===== src/gpc_pkg.sv =====
// Package for the four-port general I/O block with pin-change groups.
// Assumes one I/O clock and an 8-bit data bus from the core.
package gpc_pkg;
    localparam int          NUM_PORTS        = 4;
    localparam int          PORT_W           = 8;
    localparam int          NUM_PINS         = 32;
    localparam int          NUM_GROUPS       = 4;
    localparam int          ADDR_W           = 8;
    localparam logic [7:0]  ADDR_MASK_GROUP0 = 8'h6b;
    localparam logic [7:0]  ADDR_MASK_GROUP1 = 8'h6c;
    localparam logic [7:0]  ADDR_MASK_GROUP2 = 8'h6d;
    localparam logic [7:0]  ADDR_MASK_GROUP3 = 8'h73;
    localparam logic [7:0]  ADDR_GROUP_CTRL  = 8'h68;
    localparam logic [7:0]  ADDR_FLAGS       = 8'h1b;
    localparam logic [7:0]  ADDR_CORE_CTRL   = 8'h35;
    localparam logic [7:0]  ADDR_PORT_BASE   = 8'h00;
    localparam int          PUD_BIT          = 4;
    localparam logic [7:0]  RESET_BYTE       = 8'h00;
    localparam logic [3:0]  FLAG_MASK        = 4'hf;
endpackage : gpc_pkg


===== src/gpc_port.sv =====
// Four 8-bit general I/O ports with four pin-change interrupt groups.
// Assumes a simple core I/O bus: address, write strobe, write data, read data.
`timescale 1ns/100ps
module gpc_port (
    // Clock and reset
    input  wire logic                          sys_clk_in,
    input  wire logic                          rstn_in,
    input  wire logic                          clk_en_in,
    // Core I/O bus
    input  wire logic [gpc_pkg::ADDR_W-1:0]    addr_in,
    input  wire logic                          wr_en_in,
    input  wire logic [7:0]                    wdata_in,
    output logic      [7:0]                    rdata_out,
    // Core interrupt interface
    input  wire logic                          global_irq_enable_in,
    input  wire logic [gpc_pkg::NUM_GROUPS-1:0] vector_ack_in,
    output logic      [gpc_pkg::NUM_GROUPS-1:0] vector_req_out,
    output logic                               wake_out,
    // Alternate function overrides
    input  wire logic [gpc_pkg::NUM_PINS-1:0]  alt_en_in,
    input  wire logic [gpc_pkg::NUM_PINS-1:0]  alt_out_in,
    input  wire logic [gpc_pkg::NUM_PINS-1:0]  alt_oe_in,
    // Pins
    input  wire logic [gpc_pkg::NUM_PINS-1:0]  pin_in,
    output logic      [gpc_pkg::NUM_PINS-1:0]  pin_out,
    output logic      [gpc_pkg::NUM_PINS-1:0]  pin_oen_out,
    output logic      [gpc_pkg::NUM_PINS-1:0]  pullup_out
);
    import gpc_pkg::*;

    logic [NUM_PINS-1:0]   port_output_reg_q;
    logic [NUM_PINS-1:0]   port_direction_reg_q;
    logic [NUM_PINS-1:0]   sync1_q;
    logic [NUM_PINS-1:0]   port_input_reg_q;
    logic [NUM_PINS-1:0]   prev_in_q;
    logic [NUM_PINS-1:0]   mask_q;
    logic [NUM_GROUPS-1:0] change_group_control_q;
    logic [NUM_GROUPS-1:0] pin_change_flags_q;
    logic [NUM_GROUPS-1:0] pin_change_flags_d;
    logic                  global_pullup_disable_q;

    // Address decode
    wire [1:0] port_idx     = addr_in[3:2];
    wire [1:0] port_sel     = addr_in[1:0];
    wire       port_hit     = (addr_in[7:4] == ADDR_PORT_BASE[7:4]);
    wire       wr_port      = wr_en_in && port_hit && (port_sel == 2'h0);
    wire       wr_dir       = wr_en_in && port_hit && (port_sel == 2'h1);
    wire       wr_pin       = wr_en_in && port_hit && (port_sel == 2'h2);
    wire       wr_flags     = wr_en_in && (addr_in == ADDR_FLAGS);
    wire       wr_ctrl      = wr_en_in && (addr_in == ADDR_GROUP_CTRL);
    wire       wr_core      = wr_en_in && (addr_in == ADDR_CORE_CTRL);

    wire [NUM_GROUPS-1:0] wr_mask = {wr_en_in && (addr_in == ADDR_MASK_GROUP3),
                                     wr_en_in && (addr_in == ADDR_MASK_GROUP2),
                                     wr_en_in && (addr_in == ADDR_MASK_GROUP1),
                                     wr_en_in && (addr_in == ADDR_MASK_GROUP0)};

    // Per-pin change detect, asynchronous to the synchroniser path for wake
    wire [NUM_PINS-1:0] changed = port_input_reg_q ^ prev_in_q;
    wire [NUM_PINS-1:0] async_change = pin_in ^ prev_in_q;
    logic [NUM_GROUPS-1:0] group_hit;
    logic [NUM_GROUPS-1:0] group_async;

    genvar g;
    generate
        for (g = 0; g < NUM_GROUPS; g++) begin : gen_grp
            // Mask bit and group enable together gate detection per pin
            assign group_hit[g]   = change_group_control_q[g] &&
                                    |(changed[g*PORT_W +: PORT_W] & mask_q[g*PORT_W +: PORT_W]);
            // Raw-pin compare needs no clock, so it can wake a stopped core
            assign group_async[g] = change_group_control_q[g] &&
                                    |(async_change[g*PORT_W +: PORT_W] & mask_q[g*PORT_W +: PORT_W]);
        end
    endgenerate

    // Set wins over both clear sources
    always_comb begin
        pin_change_flags_d = pin_change_flags_q;
        if (wr_flags) begin
            pin_change_flags_d = pin_change_flags_d & ~wdata_in[NUM_GROUPS-1:0];
        end
        pin_change_flags_d = (pin_change_flags_d & ~vector_ack_in) | group_hit;
    end

    // Vector request per group
    assign vector_req_out = pin_change_flags_q & change_group_control_q &
                            {NUM_GROUPS{global_irq_enable_in}};
    assign wake_out = |group_async;

    // Pad drive: alternate function only overrides its own pins
    wire [NUM_PINS-1:0] eff_dir = (alt_en_in & alt_oe_in) | (~alt_en_in & port_direction_reg_q);
    wire [NUM_PINS-1:0] eff_out = (alt_en_in & alt_out_in) | (~alt_en_in & port_output_reg_q);
    // Reset gates the drive directly, so even an override tri-states with no clock
    wire [NUM_PINS-1:0] drive_en = eff_dir & {NUM_PINS{rstn_in}};
    assign pin_oen_out = ~drive_en;
    assign pin_out     = eff_out & drive_en;
    // Pull-up only on inputs with output bit set, unless globally disabled
    assign pullup_out  = ~eff_dir & eff_out & {NUM_PINS{~global_pullup_disable_q & rstn_in}};

    // Per-port registers; byte writes touch only the addressed port
    genvar p;
    generate
        for (p = 0; p < NUM_PORTS; p++) begin : gen_port
            wire sel = (port_idx == 2'(p));
            always_ff @(posedge sys_clk_in or negedge rstn_in) begin
                if (!rstn_in) begin
                    port_output_reg_q[p*PORT_W +: PORT_W]    <= RESET_BYTE;
                    port_direction_reg_q[p*PORT_W +: PORT_W] <= RESET_BYTE;
                    mask_q[p*PORT_W +: PORT_W]               <= RESET_BYTE;
                end else if (clk_en_in) begin
                    if (sel && wr_port) begin
                        port_output_reg_q[p*PORT_W +: PORT_W] <= wdata_in;
                    end else if (sel && wr_pin) begin
                        // Toggle instead of store
                        port_output_reg_q[p*PORT_W +: PORT_W] <=
                            port_output_reg_q[p*PORT_W +: PORT_W] ^ wdata_in;
                    end
                    if (sel && wr_dir) begin
                        port_direction_reg_q[p*PORT_W +: PORT_W] <= wdata_in;
                    end
                    if (wr_mask[p]) begin
                        mask_q[p*PORT_W +: PORT_W] <= wdata_in;
                    end
                end
            end
        end
    endgenerate

    always_ff @(posedge sys_clk_in or negedge rstn_in) begin
        if (!rstn_in) begin
            sync1_q                 <= '0;
            port_input_reg_q        <= '0;
            prev_in_q               <= '0;
            change_group_control_q  <= '0;
            pin_change_flags_q      <= '0;
            global_pullup_disable_q <= 1'b0;
        end else if (clk_en_in) begin
            sync1_q            <= pin_in;
            port_input_reg_q   <= sync1_q;
            prev_in_q          <= port_input_reg_q;
            pin_change_flags_q <= pin_change_flags_d;
            if (wr_ctrl) begin
                change_group_control_q <= wdata_in[NUM_GROUPS-1:0];
            end
            if (wr_core) begin
                global_pullup_disable_q <= wdata_in[PUD_BIT];
            end
        end
    end

    // Read mux; data output registered
    logic [7:0] rd_d;
    always_comb begin
        rd_d = 8'h00;
        if (port_hit) begin
            case (port_sel)
                2'h0:    rd_d = port_output_reg_q[port_idx*PORT_W +: PORT_W];
                2'h1:    rd_d = port_direction_reg_q[port_idx*PORT_W +: PORT_W];
                2'h2:    rd_d = port_input_reg_q[port_idx*PORT_W +: PORT_W];
                default: rd_d = 8'h00;
            endcase
        end
        if (addr_in == ADDR_MASK_GROUP0) rd_d = mask_q[0*PORT_W +: PORT_W];
        if (addr_in == ADDR_MASK_GROUP1) rd_d = mask_q[1*PORT_W +: PORT_W];
        if (addr_in == ADDR_MASK_GROUP2) rd_d = mask_q[2*PORT_W +: PORT_W];
        if (addr_in == ADDR_MASK_GROUP3) rd_d = mask_q[3*PORT_W +: PORT_W];
        if (addr_in == ADDR_GROUP_CTRL)  rd_d = {4'h0, change_group_control_q};
        if (addr_in == ADDR_FLAGS)       rd_d = {4'h0, pin_change_flags_q & FLAG_MASK};
        if (addr_in == ADDR_CORE_CTRL)   rd_d = 8'(global_pullup_disable_q) << PUD_BIT;
    end

    always_ff @(posedge sys_clk_in or negedge rstn_in) begin
        if (!rstn_in) begin
            rdata_out <= 8'h00;
        end else if (clk_en_in) begin
            rdata_out <= rd_d;
        end
    end

    // Assertions
    property p_flag_set;
        @(posedge sys_clk_in) disable iff (!rstn_in)
        (clk_en_in && group_hit[0]) |=> pin_change_flags_q[0];
    endproperty
    a_flag_set: assert property (p_flag_set) else $error("flag0 not set on change");

    property p_vec;
        @(posedge sys_clk_in) disable iff (!rstn_in)
        vector_req_out[1] |-> (pin_change_flags_q[1] && change_group_control_q[1] && global_irq_enable_in);
    endproperty
    a_vec: assert property (p_vec) else $error("vector request without cause");

    property p_ack_clr;
        @(posedge sys_clk_in) disable iff (!rstn_in)
        (clk_en_in && vector_ack_in[2] && !group_hit[2]) |=> !pin_change_flags_q[2];
    endproperty
    a_ack_clr: assert property (p_ack_clr) else $error("flag2 not cleared by ack");

    property p_w1c;
        @(posedge sys_clk_in) disable iff (!rstn_in)
        (clk_en_in && wr_flags && wdata_in[3] && !group_hit[3]) |=> !pin_change_flags_q[3];
    endproperty
    a_w1c: assert property (p_w1c) else $error("flag3 not cleared by write one");

    property p_w0;
        @(posedge sys_clk_in) disable iff (!rstn_in)
        (clk_en_in && wr_flags && !wdata_in[0] && pin_change_flags_q[0] && !vector_ack_in[0])
        |=> pin_change_flags_q[0];
    endproperty
    a_w0: assert property (p_w0) else $error("flag0 lost on write zero");

    property p_mask;
        @(posedge sys_clk_in) disable iff (!rstn_in)
        (mask_q[7:0] == 8'h00) |-> !group_hit[0];
    endproperty
    a_mask: assert property (p_mask) else $error("detection with mask clear");

    property p_toggle;
        @(posedge sys_clk_in) disable iff (!rstn_in)
        (clk_en_in && wr_pin && port_idx == 2'h0) |=>
        (port_output_reg_q[7:0] == ($past(port_output_reg_q[7:0]) ^ $past(wdata_in)));
    endproperty
    a_toggle: assert property (p_toggle) else $error("input write did not toggle");

    property p_pud;
        @(posedge sys_clk_in) disable iff (!rstn_in)
        global_pullup_disable_q |-> (pullup_out == '0);
    endproperty
    a_pud: assert property (p_pud) else $error("pull-up active while disabled");

    property p_drive;
        @(posedge sys_clk_in) disable iff (!rstn_in)
        (!alt_en_in[5] && port_direction_reg_q[5]) |-> (!pin_oen_out[5] && pin_out[5] == port_output_reg_q[5]);
    endproperty
    a_drive: assert property (p_drive) else $error("output pin not driven");

    // Reset must tri-state the pads even before any clock edge arrives
    property p_reset_tri;
        @(posedge sys_clk_in)
        !rstn_in |-> (pin_oen_out == '1 && pin_out == '0);
    endproperty
    a_reset_tri: assert property (p_reset_tri) else $error("pins driven during reset");

    property p_dir_in;
        @(posedge sys_clk_in) disable iff (!rstn_in)
        (!alt_en_in[5] && !port_direction_reg_q[5]) |-> pin_oen_out[5];
    endproperty
    a_dir_in: assert property (p_dir_in) else $error("input pin driven");

    property p_pullup;
        @(posedge sys_clk_in) disable iff (!rstn_in)
        (!alt_en_in[2] && !port_direction_reg_q[2] && port_output_reg_q[2] && !global_pullup_disable_q)
        |-> pullup_out[2];
    endproperty
    a_pullup: assert property (p_pullup) else $error("pull-up missing on input");

    // Group enable low must keep the flag from rising, whatever the mask says
    property p_grp_gate;
        @(posedge sys_clk_in) disable iff (!rstn_in)
        (clk_en_in && !change_group_control_q[1] && !pin_change_flags_q[1]) |=> !pin_change_flags_q[1];
    endproperty
    a_grp_gate: assert property (p_grp_gate) else $error("flag1 set with group disabled");

    property p_ctrl_wr;
        @(posedge sys_clk_in) disable iff (!rstn_in)
        (clk_en_in && wr_ctrl) |=> (change_group_control_q == $past(wdata_in[3:0]));
    endproperty
    a_ctrl_wr: assert property (p_ctrl_wr) else $error("group control write lost");

    property p_port_iso;
        @(posedge sys_clk_in) disable iff (!rstn_in)
        (clk_en_in && wr_dir && port_idx == 2'h1) |=>
        (port_direction_reg_q[7:0] == $past(port_direction_reg_q[7:0]));
    endproperty
    a_port_iso: assert property (p_port_iso) else $error("write to port1 disturbed port0");

    // Clock enable low must freeze the change flags and the port output registers
    property p_freeze;
        @(posedge sys_clk_in) disable iff (!rstn_in)
        !clk_en_in |=> ($stable(pin_change_flags_q) && $stable(port_output_reg_q));
    endproperty
    a_freeze: assert property (p_freeze) else $error("state moved with clock enable low");

    c_flag: cover property (@(posedge sys_clk_in) disable iff (!rstn_in) pin_change_flags_q[0]);
    c_vec:  cover property (@(posedge sys_clk_in) disable iff (!rstn_in) vector_req_out[3]);
    c_wake: cover property (@(posedge sys_clk_in) disable iff (!rstn_in) wake_out);
    c_ack:  cover property (@(posedge sys_clk_in) disable iff (!rstn_in) vector_ack_in[0] && pin_change_flags_q[0]);
endmodule : gpc_port


===== config.mk =====
export PLATFORM = sky130hd
export DESIGN_NAME = gpc_port
export DESIGN_NICKNAME = d
export VERILOG_FILES = /design/src/gpc_pkg.sv /design/src/gpc_port.sv
export SDC_FILE = /design/constraint.sdc
export NUM_CORES = 1
export LEC_CHECK = 0
export ABC_AREA = 1
export BUFFER_PORTS_ARGS = -buffer_cell sky130_fd_sc_hd__buf_2
export CAP_MARGIN = 20
export CORE_MARGIN = 2
export CORE_UTILIZATION = 50
export CTS_CLUSTER_SIZE = 14
export DETAILED_ROUTE_END_ITERATION = 8
export PLACE_DENSITY = 0.77
export SLEW_MARGIN = 25
export SYNTH_ARGS = -nofsm -noshare
export SYNTH_HDL_FRONTEND = slang
export SYNTH_SLANG_ARGS = --single-unit

===== constraint.sdc =====
create_clock -name sys_clk_in -period 1.5 [get_ports sys_clk_in]
set_input_delay 0.375 -clock sys_clk_in [delete_from_list [all_inputs] [get_ports sys_clk_in]]
set_output_delay 0.375 -clock sys_clk_in [all_outputs]
set_load 0.005 [all_outputs]

# ---- Yosys cells after proc, flatten, opt, wreduce, memory -nomap -nowiden
# Index checks and enable logic that the tools add are counted.
dict set report totals {
  memories 0
  romBits 0
  out_inout_bits 109
  latchBits 0
  ff_bits 209
  mem_bits_rw 0
}
dict set report classes {
  n_div 0
  n_addsub 0
  bitwise_logic 36
  shifts 3
  n_mul 0
  reduce_logical 61
  muxes 18
  eq_ne 12
  magnitude_cmp 0
}
# cell count
set ops {}
lappend ops {{$and 32x32->32} 8}
lappend ops {{$mux 8} 16}
lappend ops {{$not 32->32} 3}
lappend ops {{$shiftx 32x6->8} 3}
lappend ops {{$and 8x8->8} 8}
lappend ops {{$or 32x32->32} 2}
lappend ops {{$reduce_or 8->1} 8}
lappend ops {{$xor 32x32->32} 2}
lappend ops {{$eq 8x7->1 const B} 5}
lappend ops {{$xor 8x8->8} 4}
lappend ops {{$logic_and 1x1->1} 31}
lappend ops {{$reduce_and 2->1} 14}
lappend ops {{$pmux 8 s3} 1}
lappend ops {{$and 4x4->4} 4}
lappend ops {{$eq 8x5->1 const B} 1}
lappend ops {{$eq 8x6->1 const B} 1}
lappend ops {{$not 4->4} 2}
lappend ops {{$reduce_bool 2->1} 4}
lappend ops {{$eq 2x2->1 const B} 3}
lappend ops {{$eq 2x1->1 const B} 2}
lappend ops {{$logic_not 2->1} 2}
lappend ops {{$logic_not 4->1} 1}
lappend ops {{$mux 4} 1}
lappend ops {{$or 4x4->4} 1}
lappend ops {{3 further kinds} 3}

# ---- Depth between registers and ports, before layout
dict set report depth {
  depth_word 10
  depth_mapped 18
}

# ---- Worst setup path before layout
# No wires, ideal clock.
dict set report synth_timing {
  path_kind {input-to-reg}
  from {input port addr_in[0] (netlist name)}
  to {register rdata_out[6]}
  setup_slack_ns -0.259
  required_time_ns 1.434
  setup_time_ns 0.066
  cell_stages 13
  arrival_ns 1.694
  n_path_buf 1
  cell_sequence {inv_1 -> ha_1 -> clkinv_1 -> buf_2 -> nand2_1 -> a21oi_1 -> a211oi_1 -> nand3_1 -> nand3_1 -> nand2_1 -> nand2_1 -> nand2_1 -> nand2_1}
}
dict set report synth_via {
  elab_chain_cells 10
}
# element line_no
set synth_rtl {}
lappend synth_rtl {{from (decl)} gpc_port.sv:10} ;# input wire logic [gpc_pkg::ADDR_W-1:0] addr_in,
lappend synth_rtl {{$eq 2x2->1 (tied with other cells)} gpc_port.sv:156} ;# case (port_sel)
lappend synth_rtl {{$pmux 8 s3} gpc_port.sv:156}
lappend synth_rtl {{$mux 8} gpc_port.sv:155} ;# if (port_hit) begin
lappend synth_rtl {{$mux 8} gpc_port.sv:163} ;# if (addr_in == ADDR_MASK_GROUP0) rd_d = mask_q[0*PORT_W +: PORT_W];
lappend synth_rtl {{$mux 8} gpc_port.sv:164} ;# if (addr_in == ADDR_MASK_GROUP1) rd_d = mask_q[1*PORT_W +: PORT_W];
lappend synth_rtl {{$mux 8} gpc_port.sv:165} ;# if (addr_in == ADDR_MASK_GROUP2) rd_d = mask_q[2*PORT_W +: PORT_W];
lappend synth_rtl {{$mux 8} gpc_port.sv:166} ;# if (addr_in == ADDR_MASK_GROUP3) rd_d = mask_q[3*PORT_W +: PORT_W];
lappend synth_rtl {{$mux 8} gpc_port.sv:167} ;# if (addr_in == ADDR_GROUP_CTRL) rd_d = {4'h0, change_group_control_q};
lappend synth_rtl {{$mux 8} gpc_port.sv:168} ;# if (addr_in == ADDR_FLAGS) rd_d = {4'h0, pin_change_flags_q & FLAG_MASK};
lappend synth_rtl {{$mux 8 *} gpc_port.sv:169} ;# if (addr_in == ADDR_CORE_CTRL) rd_d = 8'(global_pullup_disable_q) << PUD_BIT;
lappend synth_rtl {{to (signal assigned)} gpc_port.sv:176} ;# rdata_out <= rd_d;
lappend synth_rtl {{to (decl)} gpc_port.sv:13} ;# output logic [7:0] rdata_out,
# Every way passes the cells marked *; elsewhere a longest branch is shown, timed or not.
# A chain may end at the register's enable or synchronous reset.

# ---- Final worst setup path
dict set report layout_timing {
  from {register global_pullup_disable_q}
  to {output port pullup_out[17] (netlist name)}
}
dict set report layout_via {
  elab_chain_cells 3
}
# element line_no
set layout_rtl {}
lappend layout_rtl {{from (decl)} gpc_port.sv:40} ;# logic global_pullup_disable_q;
lappend layout_rtl {{from (signal assigned)} gpc_port.sv:146} ;# global_pullup_disable_q <= wdata_in[PUD_BIT];
lappend layout_rtl {{$not 1->1} gpc_port.sv:98} ;# assign pullup_out = ~eff_dir & eff_out & {NUM_PINS{~global_pullup_disable_q & rstn_in}};
lappend layout_rtl {{$and 1x1->1} gpc_port.sv:98}
lappend layout_rtl {{$and 32x32->32} gpc_port.sv:98}
lappend layout_rtl {{to (decl)} gpc_port.sv:27} ;# output logic [gpc_pkg::NUM_PINS-1:0] pullup_out
# Every way passes these cells.

==> PnR_summary.wiki <==
{| class="wikitable"
! Metric !! Value
|-
| Category of the critical setup timing path || reg2out
|-
| Quantity of I/O buffers inserted on ports || 261
|-
| CTS Sinks || 209
|-
| Tightest slew margin relative to the limit || 46.4%
|-
| Number of max-cap violations || 0
|-
| Post-Route WL || 53900 µm
|-
| Wire length of the first global-routing pass || 71200 µm
|-
| Syn_nets || 1820
|-
| Crit path setup slack, layout || -1.02 ns
|-
| Drt via density || 5.72
|-
| Placement row count || 56
|-
| Layout fillers || 1593
|-
| Final setup vio count || 108
|-
| Ports || 262
|-
| Power Density || 901 mW/mm²
|-
| Initial antenna violation count || 1
|-
| Worst-case clock skew || 0.0140 ns
|-
| Pin count of the biggest net entering global routing || 79
|-
| Vias in the first global route || 13.3k
|-
| Remaining number of nets flagged by the antenna check after routing || 0
|-
| Share of layout cells above drive strength 1 || about two fifths
|-
| First-pass iteration count of the detailed router || 6
|-
| Gate power share || between 20% and 30%
|-
| Portion of total power attributed to sequential cells || 40.0%
|-
| Clock slew seen by the registers of the worst setup and hold paths || 0.07 ns
|-
| Slowest stage cell on the critical path || sky130_fd_sc_hd__dfrtp_1
|-
| Worst path required time || 1.12 ns
|-
| TritonCTS Buffers || 23
|-
| H-tree depth reported by CTS || 1
|-
| Beginning of the critical path || global_pullup_disable_q
|-
| Critical Path Start Type || flop
|-
| Worst-margin pin slew || 0.802 ns
|-
| Failing checks || negative setup slack
|-
| Peak VDD IR || 0.000887 V
|-
| Mapped Cells || ~1.7k
|-
| Unrepaired setup endpoints after global routing || yes
|-
| Mean Syn Cell Area || 7.16 µm²
|-
| Fraction of synthesized cell area taken by the top area cell type || around 44%
|-
| Worst r2r src || port_output_reg_q[13]
|-
| Share of the clock period used by the worst path after layout || 168%
|-
| Clock period minus worst slack || ~2.5 ns
|-
| CTS tree || built
|-
| Most frequent cell on the critical path || sky130_fd_sc_hd__buf_6
|-
| Post-synth design cell area || 0.0119 mm²
|-
| Critical Path Max Stage Delay || 0.39 ns
|-
| Area Growth Syn to Fin || 50.9%
|-
| Critical path peak fanout || 6
|-
| Vias || 14.3k
|-
| Cell class contributing the biggest share of worst-path delay || buffers and inverters
|-
| Effective utilization at floorplan || 50.8%
|-
| Top achievable clock speed || 0.396 GHz
|-
| Routability congestion estimate from global placement || 0.942
|-
| Max-slew violations || 0
|-
| GR Util All Layers || a little under two fifths
|-
| Remaining design rule violation count || 0
|-
| Final Hold Viols || 0
|-
| Final non-filler cell total || 2503
|-
| Type of the worst min-delay path || in2async
|-
| CP cell instances || inv_2 > nand2_8 > buf_6 > buf_12 > buf_16 > nor3_4 > buf_6 > buf_6
|-
| Number of buffers and inverters on the critical path || 6
|-
| Buffers from clock root to sink, at most || 3
|-
| Most frequent standard cell in the layout excluding fill and tap cells || sky130_fd_sc_hd__nand2_1
|-
| Result of the run || finished with violations
|-
| Static leakage || 0.00931 µW
|-
| Number of register bits inferred by synthesis || around 210
|-
| Wire per inst || ~22 µm
|-
| Switch share || 30.8%
|-
| Chip Height || 158 µm
|-
| Yosys top cell by area || sky130_fd_sc_hd__dfrtp_1
|-
| HPWL reported at the end of detailed placement || 32200 µm
|-
| Yosys warning count || 0
|-
| Total Nets Final || 2328
|-
| Placeable core region || 0.0234 mm²
|-
| Clock share of power || 36.9%
|-
| Floorplan die area || 0.0250 mm²
|-
| Switching power total || 4970 µW
|-
| Cells after DPL || 2360
|-
| Kind of end point of the critical path || output port
|-
| Clock Tree Root || sky130_fd_sc_hd__clkbuf_16
|-
| Most used cells in the layout excluding fill and tap cells || sky130_fd_sc_hd__nand2_1 (512), sky130_fd_sc_hd__buf_2 (239), sky130_fd_sc_hd__buf_4 (232)
|-
| Final setup TNS || -43.24 ns
|-
| Starting DRT DRC Count || 1719
|-
| Latest clock arrival within the worst-skew pair || approximately 0.52 ns
|-
| Top area cells in the synthesized netlist || sky130_fd_sc_hd__dfrtp_1 (44%), sky130_fd_sc_hd__nand2_1 (18%), sky130_fd_sc_hd__o21ai_0 (6.1%)
|-
| Distinct cells, synth || 39
|-
| Cell internal pwr || 11200 µW
|-
| Share of the yosys chip area belonging to registers || 44.0%
|-
| Setup Slack @ Placement || -0.531 ns
|-
| Arrival time of data at the critical path endpoint || 2.15 ns
|-
| Horizontal die dimension || between 150 and 200 µm
|-
| Grt total ovfl || 0
|}
-- power groups by stage --
stage          registers, µW  clock network, µW  logic, µW
2_1_floorplan           6420                  0       1320
3_5_place_dp            6530                  0       2680
6_report                6470               5960       3740
3_3_place_gp            6510                  0       2610
4_1_cts                 6420               5930       3140
5_1_grt                 6500               6220       4010
-- registers in the layout, summed over array words and instances, names as in the netlist --
| signal | flops |
|---|---|
| mask_q | 32 |
| port_direction_reg_q | 32 |
| port_input_reg_q | 32 |
| port_output_reg_q | 32 |
| prev_in_q | 32 |
| sync1_q | 32 |
| rdata_out | 8 |
| change_group_control_q | 4 |
| pin_change_flags_q | 4 |
| global_pullup_disable_q | 1 |
-- area by class of cell --
| cell class | count | area (µm²) | area share, % |
|---|---|---|---|
| tap | 319 | 399 | 2.22 |
| clock buffer | 28 | 644 | 3.59 |
| antenna | 1 | 2.50 | 0.0139 |
| sequential | 209 | 5240 | 29.2 |
| inverter | 171 | 672 | 3.74 |
| timing repair buffer | 544 | 3980 | 22.2 |
| clock inverter | 10 | 135 | 0.753 |
| multi-input combinational | 1221 | 6880 | 38.4 |
-- per-layer routing --
layer  up-vias  routed length (µm)  track usage [%]
met5         -                 125                0
met4         4                3930             20.9
met3       320                6680             10.9
met2       964               24200             61.0
met1      6720               18900             44.4
li1       6305                   -                -
-- cells in the mapped netlist (all sizes together) --
library cell,number
o21ai,167
xnor2,3
nand3b,1
nand3,82
clkbuf,42
dfrtp,209
inv,170
nand4,12
ha,5
o2111ai,9
or2,15
xor2,34
nor3,44
mux2i,32
o22ai,4
o211ai,3
buf,19
clkinv,1
nor2,163
a21o,2
nand2,574
a32o,2
a21oi,68
a211oi,1
-- worst reg2reg max path, cell delays in order, from the launching register on --
cell,delay [ns]
sky130_fd_sc_hd__dfrtp_1,0.52
sky130_fd_sc_hd__buf_4,0.20
sky130_fd_sc_hd__buf_4,0.12
sky130_fd_sc_hd__o22ai_1,0.20
sky130_fd_sc_hd__a21oi_1,0.10
sky130_fd_sc_hd__nand4_1,0.11
sky130_fd_sc_hd__nand3_1,0.08
sky130_fd_sc_hd__nand2_1,0.07
sky130_fd_sc_hd__nand2_1,0.05
sky130_fd_sc_hd__nand2_1,0.05
sky130_fd_sc_hd__nand2_1,0.04
-- repair_timing --
item	in CTS	in global routing
hold buffers	1	0
resized for setup	164	207
hold endpoints to repair	9	0
setup buffers	73	42
pin swaps	44	98
gates cloned	3	1
endpoints found under the setup margin	102	117
-- through the flow --
stage | area, µm² | util, % | total power [µW] | hold WS, ns
after floorplan | 12100 | - | 7730 | 0.0794
after global placement | 15000 | 64.0 | 9120 | 0.351
after detailed placement | 15000 | 64.0 | 9210 | 0.349
after CTS | 17000 | 72.4 | 15500 | 0.0397
after global routing | 17900 | 76.7 | 16700 | 0.0850
final | 17900 | 76.7 | 16200 | 0.0842
-- kinds of logic after synthesis --
group,synth area share [%]
compound gates,11.3
buf+inv,7.68
xor+xnor,2.72
fa+ha+maj,0.526
simple gates,31.1
flops,44.0
mux,2.69
-- path summary, 6_finish.rpt --
kind,slack [ns],cells after the start,endpoint
max,-1.02,8,pullup_out[17]
min,0.08,3,prev_in_q[30]
max reg2reg,-0.14,10,rdata_out[5]
min reg2reg,0.47,2,sync1_q[28]
max in group asynchronous,0.44,3,port_output_reg_q[17]
min in group sys_clk_in,0.10,3,sync1_q[18]
No activity file was read; power rests on OpenSTA's default activity.
